### src/hbc_map.vh
`ifndef HBC_MAP_VH
`define HBC_MAP_VH
// ----------------------------------------
// Timing counts at 100 MHz
// ----------------------------------------
`define HBC_CLK_PERIOD_NS 10
`define HBC_SUPPLY_WAIT_US 1000
`define HBC_REG_WAIT_US 1000
`define HBC_TOGGLE_LOW_NS 1000
`define HBC_SUPPLY_WAIT_CYC ((`HBC_SUPPLY_WAIT_US * 1000) / `HBC_CLK_PERIOD_NS)
`define HBC_REG_WAIT_CYC ((`HBC_REG_WAIT_US * 1000) / `HBC_CLK_PERIOD_NS)
`define HBC_TOGGLE_LOW_CYC ((`HBC_TOGGLE_LOW_NS + `HBC_CLK_PERIOD_NS - 1) / `HBC_CLK_PERIOD_NS)
`define HBC_CNT_W 20
// ----------------------------------------
// Sequencer states
// ----------------------------------------
`define HBC_ST_OFF 3'h0
`define HBC_ST_SUPPLY 3'h1
`define HBC_ST_REGWAIT 3'h2
`define HBC_ST_RUN 3'h3
`define HBC_ST_FAULT 3'h4
`define HBC_ST_REARM 3'h5
`define HBC_ST_STOP 3'h6
`endif

### src/hbc_ctrl.v
`timescale 1ns/10ps
`include "hbc_map.vh"
// Operation
// - Fault cleared by enable high, low, high sequence
// - Power-on: sleep low, then sleep high, then enable high
// - Stop PWM inputs before logic supply removed; never above it
// - Parallel mode joins input A to B per channel
module hbc_ctrl #(
	parameter SUPPLY_WAIT_CYC = `HBC_SUPPLY_WAIT_CYC,
	parameter REG_WAIT_CYC = `HBC_REG_WAIT_CYC
) (
	// Clock and reset
	input wire sys_clk,
	input wire resetn,
	// User side
	input wire power_on,
	input wire auto_recover,
	input wire parallel_mode,
	input wire ch1_a,
	input wire ch1_b,
	input wire ch2_a,
	input wire ch2_b,
	output reg running_r,
	output reg fault_seen_r,
	output reg warn_seen_r,
	output reg logic_ref_ok_r,
	// Device pins
	input wire fault_n,
	input wire overtemp_warn_n,
	output reg sleep_n,
	output reg bridge_en,
	output reg parallel_sel,
	output wire pwm1_in_a,
	output wire pwm1_in_b,
	output wire pwm2_in_a,
	output wire pwm2_in_b
);
	// ----------------------------------------
	// Internal state
	// ----------------------------------------
	reg rst_meta_r;
	reg rst_n;
	reg [2:0] state_r;
	reg [2:0] state_nxt;
	reg [`HBC_CNT_W-1:0] cnt_r;
	reg [`HBC_CNT_W-1:0] cnt_nxt;
	wire drive_nxt;
	wire sleep_nxt;
	wire bridge_en_nxt;
	wire logic_ref_nxt;
	// Low time of the clearing toggle, cut to the counter width
	localparam TOGGLE_LOW_CYC = `HBC_TOGGLE_LOW_CYC;
	// ----------------------------------------
	// Reset release
	// ----------------------------------------
	always @(posedge sys_clk or negedge resetn) begin
		if (!resetn) begin
			rst_meta_r <= 1'b0;
			rst_n <= 1'b0;
		end else begin
			rst_meta_r <= 1'b1;
			rst_n <= rst_meta_r;
		end
	end
	// ----------------------------------------
	// Sequencer
	// ----------------------------------------
	always @* begin
		state_nxt = state_r;
		cnt_nxt = cnt_r;
		// Counter runs down by itself; states only load it
		if (cnt_r != {`HBC_CNT_W{1'b0}}) begin
			cnt_nxt = cnt_r - 1'b1;
		end
		case (state_r)
			`HBC_ST_OFF: begin
				if (power_on) begin
					state_nxt = `HBC_ST_SUPPLY;
					cnt_nxt = SUPPLY_WAIT_CYC[`HBC_CNT_W-1:0];
				end
			end
			`HBC_ST_SUPPLY: begin
				if (!power_on) begin
					state_nxt = `HBC_ST_STOP;
				end else if (cnt_r == {`HBC_CNT_W{1'b0}}) begin
					state_nxt = `HBC_ST_REGWAIT;
					cnt_nxt = REG_WAIT_CYC[`HBC_CNT_W-1:0];
				end
			end
			`HBC_ST_REGWAIT: begin
				if (!power_on) begin
					state_nxt = `HBC_ST_STOP;
				end else if (cnt_r == {`HBC_CNT_W{1'b0}}) begin
					state_nxt = `HBC_ST_RUN;
				end
			end
			`HBC_ST_RUN: begin
				// Auto mode leaves clearing to the RC network, pins are only gated
				if (!power_on) begin
					state_nxt = `HBC_ST_STOP;
				end else if (!fault_n && !auto_recover) begin
					state_nxt = `HBC_ST_FAULT;
				end
			end
			`HBC_ST_FAULT: begin
				// Enable dropped to start the clearing toggle
				if (!power_on) begin
					state_nxt = `HBC_ST_STOP;
				end else begin
					state_nxt = `HBC_ST_REARM;
					cnt_nxt = TOGGLE_LOW_CYC[`HBC_CNT_W-1:0];
				end
			end
			`HBC_ST_REARM: begin
				// Enable rises again only after the full low time
				if (!power_on) begin
					state_nxt = `HBC_ST_STOP;
				end else if (cnt_r == {`HBC_CNT_W{1'b0}}) begin
					state_nxt = `HBC_ST_RUN;
				end
			end
			`HBC_ST_STOP: begin
				// Pins already idle; logic supply flag drops next cycle
				state_nxt = `HBC_ST_OFF;
			end
			default: begin
				state_nxt = `HBC_ST_OFF;
			end
		endcase
	end
	// ----------------------------------------
	// Next pin levels
	// ----------------------------------------
	// Pins gate on the same edge as enable, so no PWM edge trails a stop or fault
	assign drive_nxt = (state_nxt == `HBC_ST_RUN) & (state_r == `HBC_ST_RUN) & fault_n;
	// Sleep low through supply ramp, high after
	assign sleep_nxt = (state_nxt != `HBC_ST_OFF) & (state_nxt != `HBC_ST_SUPPLY)
		& (state_nxt != `HBC_ST_STOP);
	// Auto mode: fault line drags enable itself via RC
	assign bridge_en_nxt = (state_nxt == `HBC_ST_RUN);
	// Supply flag stays up through STOP, one cycle after the pins went idle
	assign logic_ref_nxt = (state_nxt != `HBC_ST_OFF);
	// ----------------------------------------
	// State register
	// ----------------------------------------
	always @(posedge sys_clk or negedge rst_n) begin
		if (!rst_n) begin
			state_r <= `HBC_ST_OFF;
			cnt_r <= {`HBC_CNT_W{1'b0}};
		end else begin
			state_r <= state_nxt;
			cnt_r <= cnt_nxt;
		end
	end
	// ----------------------------------------
	// Device pin registers
	// ----------------------------------------
	always @(posedge sys_clk or negedge rst_n) begin
		if (!rst_n) begin
			sleep_n <= 1'b0;
			bridge_en <= 1'b0;
			parallel_sel <= 1'b0;
		end else begin
			sleep_n <= sleep_nxt;
			bridge_en <= bridge_en_nxt;
			// Mode strap only changed while bridge is off
			if (state_r == `HBC_ST_OFF) begin
				parallel_sel <= parallel_mode;
			end
		end
	end
	// ----------------------------------------
	// User status registers
	// ----------------------------------------
	always @(posedge sys_clk or negedge rst_n) begin
		if (!rst_n) begin
			running_r <= 1'b0;
			fault_seen_r <= 1'b0;
			warn_seen_r <= 1'b0;
			logic_ref_ok_r <= 1'b0;
		end else begin
			running_r <= drive_nxt;
			fault_seen_r <= ~fault_n;
			warn_seen_r <= ~overtemp_warn_n;
			logic_ref_ok_r <= logic_ref_nxt;
		end
	end
	// ----------------------------------------
	// Channel drivers
	// ----------------------------------------
	hbc_chan u_ch1 (
		.sys_clk(sys_clk),
		.rst_n(rst_n),
		.drive_en(drive_nxt),
		.join_ab(parallel_sel),
		.want_a(ch1_a),
		.want_b(ch1_b),
		.pwm_in_a(pwm1_in_a),
		.pwm_in_b(pwm1_in_b)
	);
	hbc_chan u_ch2 (
		.sys_clk(sys_clk),
		.rst_n(rst_n),
		.drive_en(drive_nxt),
		.join_ab(parallel_sel),
		.want_a(ch2_a),
		.want_b(ch2_b),
		.pwm_in_a(pwm2_in_a),
		.pwm_in_b(pwm2_in_b)
	);
endmodule // hbc_ctrl

### src/hbc_chan.v
`timescale 1ns/10ps
`include "hbc_map.vh"
// ----------------------------------------
// One channel pin driver
// ----------------------------------------
module hbc_chan (
	// Clock and reset
	input wire sys_clk,
	input wire rst_n,
	// Controls
	input wire drive_en,
	input wire join_ab,
	input wire want_a,
	input wire want_b,
	// Pins
	output reg pwm_in_a,
	output reg pwm_in_b
);
	// Pair 1/1 is unused outside parallel mode, so it falls back to dump
	wire both_hi;
	assign both_hi = want_a & want_b & ~join_ab;
	always @(posedge sys_clk or negedge rst_n) begin
		if (!rst_n) begin
			pwm_in_a <= 1'b0;
			pwm_in_b <= 1'b0;
		end else if (!drive_en) begin
			pwm_in_a <= 1'b0;
			pwm_in_b <= 1'b0;
		end else begin
			pwm_in_a <= want_a & ~both_hi;
			pwm_in_b <= (join_ab ? want_a : want_b) & ~both_hi;
		end
	end
endmodule // hbc_chan

### config.mk
export PLATFORM = sky130hd
export DESIGN_NAME = hbc_ctrl
export DESIGN_NICKNAME = d
export VERILOG_FILES = /design/src/hbc_ctrl.v /design/src/hbc_chan.v
export VERILOG_INCLUDE_DIRS = /design/src /design/src/src
export SDC_FILE = /design/constraint.sdc
export NUM_CORES = 1
export LEC_CHECK = 0
export BUFFER_PORTS_ARGS = -buffer_cell sky130_fd_sc_hd__buf_2
export CAP_MARGIN = 5
export CORE_MARGIN = 10
export CORE_UTILIZATION = 57
export DETAILED_ROUTE_END_ITERATION = 7
export PLACE_DENSITY = 0.78
export SKIP_CTS_REPAIR_TIMING = 1
export SKIP_LAST_GASP = 1
export SYNTH_ARGS = -nofsm -noshare
export SYNTH_HDL_FRONTEND = slang
export SYNTH_SLANG_ARGS = --single-unit
### constraint.sdc
create_clock -name sys_clk -period 1.4 [get_ports sys_clk]
set_input_delay 0.28 -clock sys_clk [delete_from_list [all_inputs] [get_ports sys_clk]]
set_output_delay 0.28 -clock sys_clk [all_outputs]
set_load 0.005 [all_outputs]
==> impl_results.md, run 1 <==
- Top Ports: 22
- Worst EP kind: register data pin
- Post-synth EDFFs: 0
- Post-synthesis instance total: around 200
- Die Span Y: 77.3 um
- Gpl congestion: approximately 0.86
- Failing step: 5_1_grt
- Post-Syn Nets: about 210
- Hpwl dp: approximately 4000 um
- Post-Place Worst Slack: -0.823 ns
- Starting Density: between 60% and 70%
- Post-synth top cells: dfrtp_1, a21oi_1, o21ai_0, nand2_1, nor2_1
- Yosys reg bits: 36
- Num rows: 20
- Clock root buffer: clkbuf_4
- Clock buffer depth: 2
- Num CTS Buffers: 5
- Synth top area cells: dfrtp_1, a21oi_1, o21ai_0
- Synth warnings: 0
- H-tree depth: 2
- Count leader, synth: dfrtp_1
- Input/output buffers: 21
- Top cell type's share of synthesized area: between 40% and 50%
- Sequential cell area fraction in the yosys report: about half
- Cell Area, Synth: approximately 1900 um2
- Die W: 77.3 um
- Ys flop type: dfrtp_1
- Synth async-reset ratio: 100%
- Average cell area after synthesis: around 9.4 um2
- Synth cell types: 50
- Initial antenna violation count: 0
- CTS sink cnt: 36
- Tool Error: [ERROR DPL-0033] detailed placement checks failed during check placement.
- Pin count of the biggest net entering global routing: 35
- Run status: aborted with a tool error
- Largest area contributor in the netlist: dfrtp_1
- Pin ending the worst setup path after global-route repair: cnt_r[16]$_DFF_PN0_/D
[stage by stage]
| step | hold WS, ns | area (um2) | std cells | TNS [ns] |
|---|---|---|---|---|
| 4_1_cts | -0.305 | 2570 | 325 | -15.83 |
| 3_5_place_dp | 0.0677 | 2500 | 317 | -15.06 |
| 3_3_place_gp | 0.0656 | 2500 | 317 | -13.27 |
| 2_1_floorplan | -0.0156 | 1920 | 199 | -13.27 |
[cell families after synthesis]
family                     Yosys count  share of synthesized area [%]
and+or+nand+nor                     81                           25.0
AOI/OAI and AO/OA                   58                           20.0
DFF                                 36                           48.1
buffers and inverters               18                           3.81
adders and majority gates            2                           1.34
muxes                                2                           1.14
other                                1                          0.200
xor gates and xnor gates             1                          0.468
==> inputs of run 2 (changes only) <==
Settings changed: CORE_UTILIZATION 57 to 40, PLACE_DENSITY 0.78 to not set, PLACE_DENSITY_LB_ADDON set to 0.15.
==> impl_results.md, run 2 <==
- Run status: finished with violations
- Failing checks: negative setup slack
- CTS sink cnt: 36
- Post-layout nets: roughly 310
- Crit end category: flop
- Clk_lat worst skew: a little under 0.3 ns
- Largest area contributor in the netlist: dfrtp_1
- Fin crit period: about 2.1 ns
- Top cell type's share of synthesized area: 48.1%
- Cell Area, Synth: 1870 um2
- Placed instance area: 2500 um2
- Reg2reg start: cnt_r[1]
- Clock buffer depth: 2
- Post-synth EDFFs: 0
- TritonCTS clock tree: built
- RSZ-0062 raised after global routing: true
- Core area: approximately 4400 um2
- Worst endpoint required time: 1.62 ns
- Average cell area after synthesis: 9.41 um2
- Post-synthesis compound-gate area fraction: between 10% and 20%
- Sequential share of power: roughly 27%
- Die Span Y: between 80 and 90 um
- Clock Skews: approximately 0.0036 ns
- Sw Share: 37.1%
- Post-Syn Nets: ~210
- Seq. cell area: between 900 and 1000 um2
- Synthesis-to-finish area growth: 57.0%
- Max-slew violations: 0
- Crit start category: flop
- PwrDens: between 1500 and 2000 nW/um2
- Layout Cells excl Fill: 345
- Critical path arrival: 2.33 ns
- Clock root buffer: clkbuf_8
- Reg-to-reg slack, setup: -0.70 ns
- Leakage dissipation: around 1.4 nW
- Adder-Cell Fraction of Synth Area: 1.34%
- Crit share post-route: 150%
- Internal power: between 3 and 4 mW
- NetSw: 2.01 mW
- Hpwl dp: just under 4000 um
- Initial antenna violation count: 0
- Clock Power Share: between 10% and 20%
- Post-route antenna net violation count: 0
- Starting DRT DRC Count: 99
- Synth async-reset ratio: 100%
- Hold Crit Class: input pin to flop
- Drt pass-1 iters: 4
- Max Cap Violations: 0
- DRC violations left: 0
- VDD IR-drop max: 0.00113 V
- Num rows: 24
- Vias/cell: between 5 and 6
- Number of global-route vias before repair: approximately 1,800
- Max FFs per register: 20
- Global-route wire length before repair: around 8200 um
- Commonest non-fill, non-tap cell in the layout: buf_4
- Total global-route track usage: between 10% and 20%
- Setup slack after layout: -0.705 ns
- DP Cell Count: 326
- Final-report setup violation count: 25
- Comb power frac: between 50% and 60%
- H-tree depth: 2
- Pin count of the biggest net entering global routing: 22
- FMAX: 475 MHz
- Post-synthesis instance total: roughly 200
- Ant. Diodes: 0
- Critical path endpoint: cnt_r[13]
- Synth top area cells: dfrtp_1, a21oi_1, o21ai_0
- Post-route cell area: approximately 2900 um2
- Share of cells above drive strength 1: a little over half
- Starting Density: 42.1%
- FF-to-FF End: cnt_r[13]
- Final WL: 5530 um
- Worst Setup Path Type: flop to flop
- Simple-gate share of the synthesized area: roughly a quarter
- GRT overflow: 0
- Post-synth top cells: dfrtp_1, a21oi_1, o21ai_0, nand2_1, nor2_1
- Die area: around 7800 um2
- CP startpoint: cnt_r[1]
- Cells on worst reg2reg path: 8
- CP max FO: 7
- Sequential cell area fraction in the yosys report: approximately half
- Largest regs: cnt_r x20, state_r x3
- Most frequent cells in the layout: buf_4, dfrtp_1, buf_2, nand2_1, buf_6
- Vias: between 1,500 and 2,000
- Multi-input logic area: roughly 1100 um2
- Avg WL per Cell: approximately 16 um
- Die W: about 90 um
- Input/output buffers: 21
- Synth warnings: 0
- Fillers: about 370
- Top Ports: 22
- Post-synthesis mux area share: 1.14%
- Clk slew on worst S/H paths: about 0.070 ns
- Final Hold Vio Count: 0
- Yosys reg bits: 36
- Fin Setup TNS: -13.59 ns
- Ys flop type: dfrtp_1
- Xor and xnor fraction of the mapped netlist area: 0.468%
- Hold path startpoint: overtemp_warn_n
- Gpl congestion: 0.927
- Top register by number of flip-flops: cnt_r
- Num CTS Buffers: 5
- Synth cell types: 50
- Count leader, synth: dfrtp_1
- Largest family of logic cells by synthesized area: simple AND/OR/NAND/NOR gates
run 2: logic make-up (layout without fill, tap and decap cells):
group	after synthesis	after routing
adder cells (fa/ha/maj)	2	2
flip-flops	36	36
AND/OR/NAND/NOR	81	81
XOR/XNOR	1	1
AO/OA/AOI/OAI	58	58
multiplexers	2	2
buffers and inverters	18	112
other	1	1
run 2: layout make-up:
cell class / instances / area share, %
multi-input combinational: 145 / 38.1
clock inverter: 3 / 1.45
inverter: 8 / 1.02
timing repair buffer: 96 / 24.2
sequential: 36 / 30.6
clock buffer: 5 / 2.34
tap: 52 / 2.21
run 2: worst min path at each step:
stage                             end  slack, ns  depth (start not counted)
final                     warn_seen_r       0.12                          2
after global routing      warn_seen_r       0.11                          2
after CTS                       rst_n      -0.26                          1
after detailed placement   rst_meta_r       0.07                          1
after global placement          rst_n       0.06                          1
after floorplan            rst_meta_r      -0.02                          0
run 2: through the flow:
stage / utilization, % / setup slack, ns / total power [mW] / hold slack, ns
floorplan: - / -0.837 / 2.79 / -0.0156
global placement: 56.3 / -0.714 / 3.78 / 0.0636
detailed placement: 56.3 / -0.786 / 3.87 / 0.0692
CTS: 58.8 / -0.802 / 4.80 / -0.255
global route: 66.2 / -0.771 / 5.75 / 0.107
finish: 66.2 / -0.705 / 5.42 / 0.119
run 2: power groups by stage:
stage / registers (mW) / logic, mW / clock network, mW
final: 1.47 / 3.04 / 0.911
after global routing: 1.49 / 3.28 / 0.973
after CTS: 1.45 / 2.41 / 0.938
after detailed placement: 1.47 / 2.39 / 0
after global placement: 1.46 / 2.33 / 0
after floorplan: 1.55 / 1.23 / 0
run 2: metal layers:
| metal | global-route usage [%] | wire (um) | part of all wire (%) |
|---|---|---|---|
| met1 | 15.5 | 2350 | 43 |
| met4 | 6.90 | 103 | 1.9 |
| met2 | 22.3 | 2770 | 50 |
| met3 | 3.68 | 307 | 5.6 |
| met5 | 0 | 0 | 0 |
run 2: worst max-delay path, stage by stage, from the launching register on:
cell and delay [ns]:
dfrtp_1 0.37, inv_1 0.05, ha_2 0.18, or3b_4 0.23, buf_4 0.17, nor4_2 0.07
buf_4 0.16, or4b_2 0.63, a21oi_2 0.17
(Power assumes the default switching activity.)
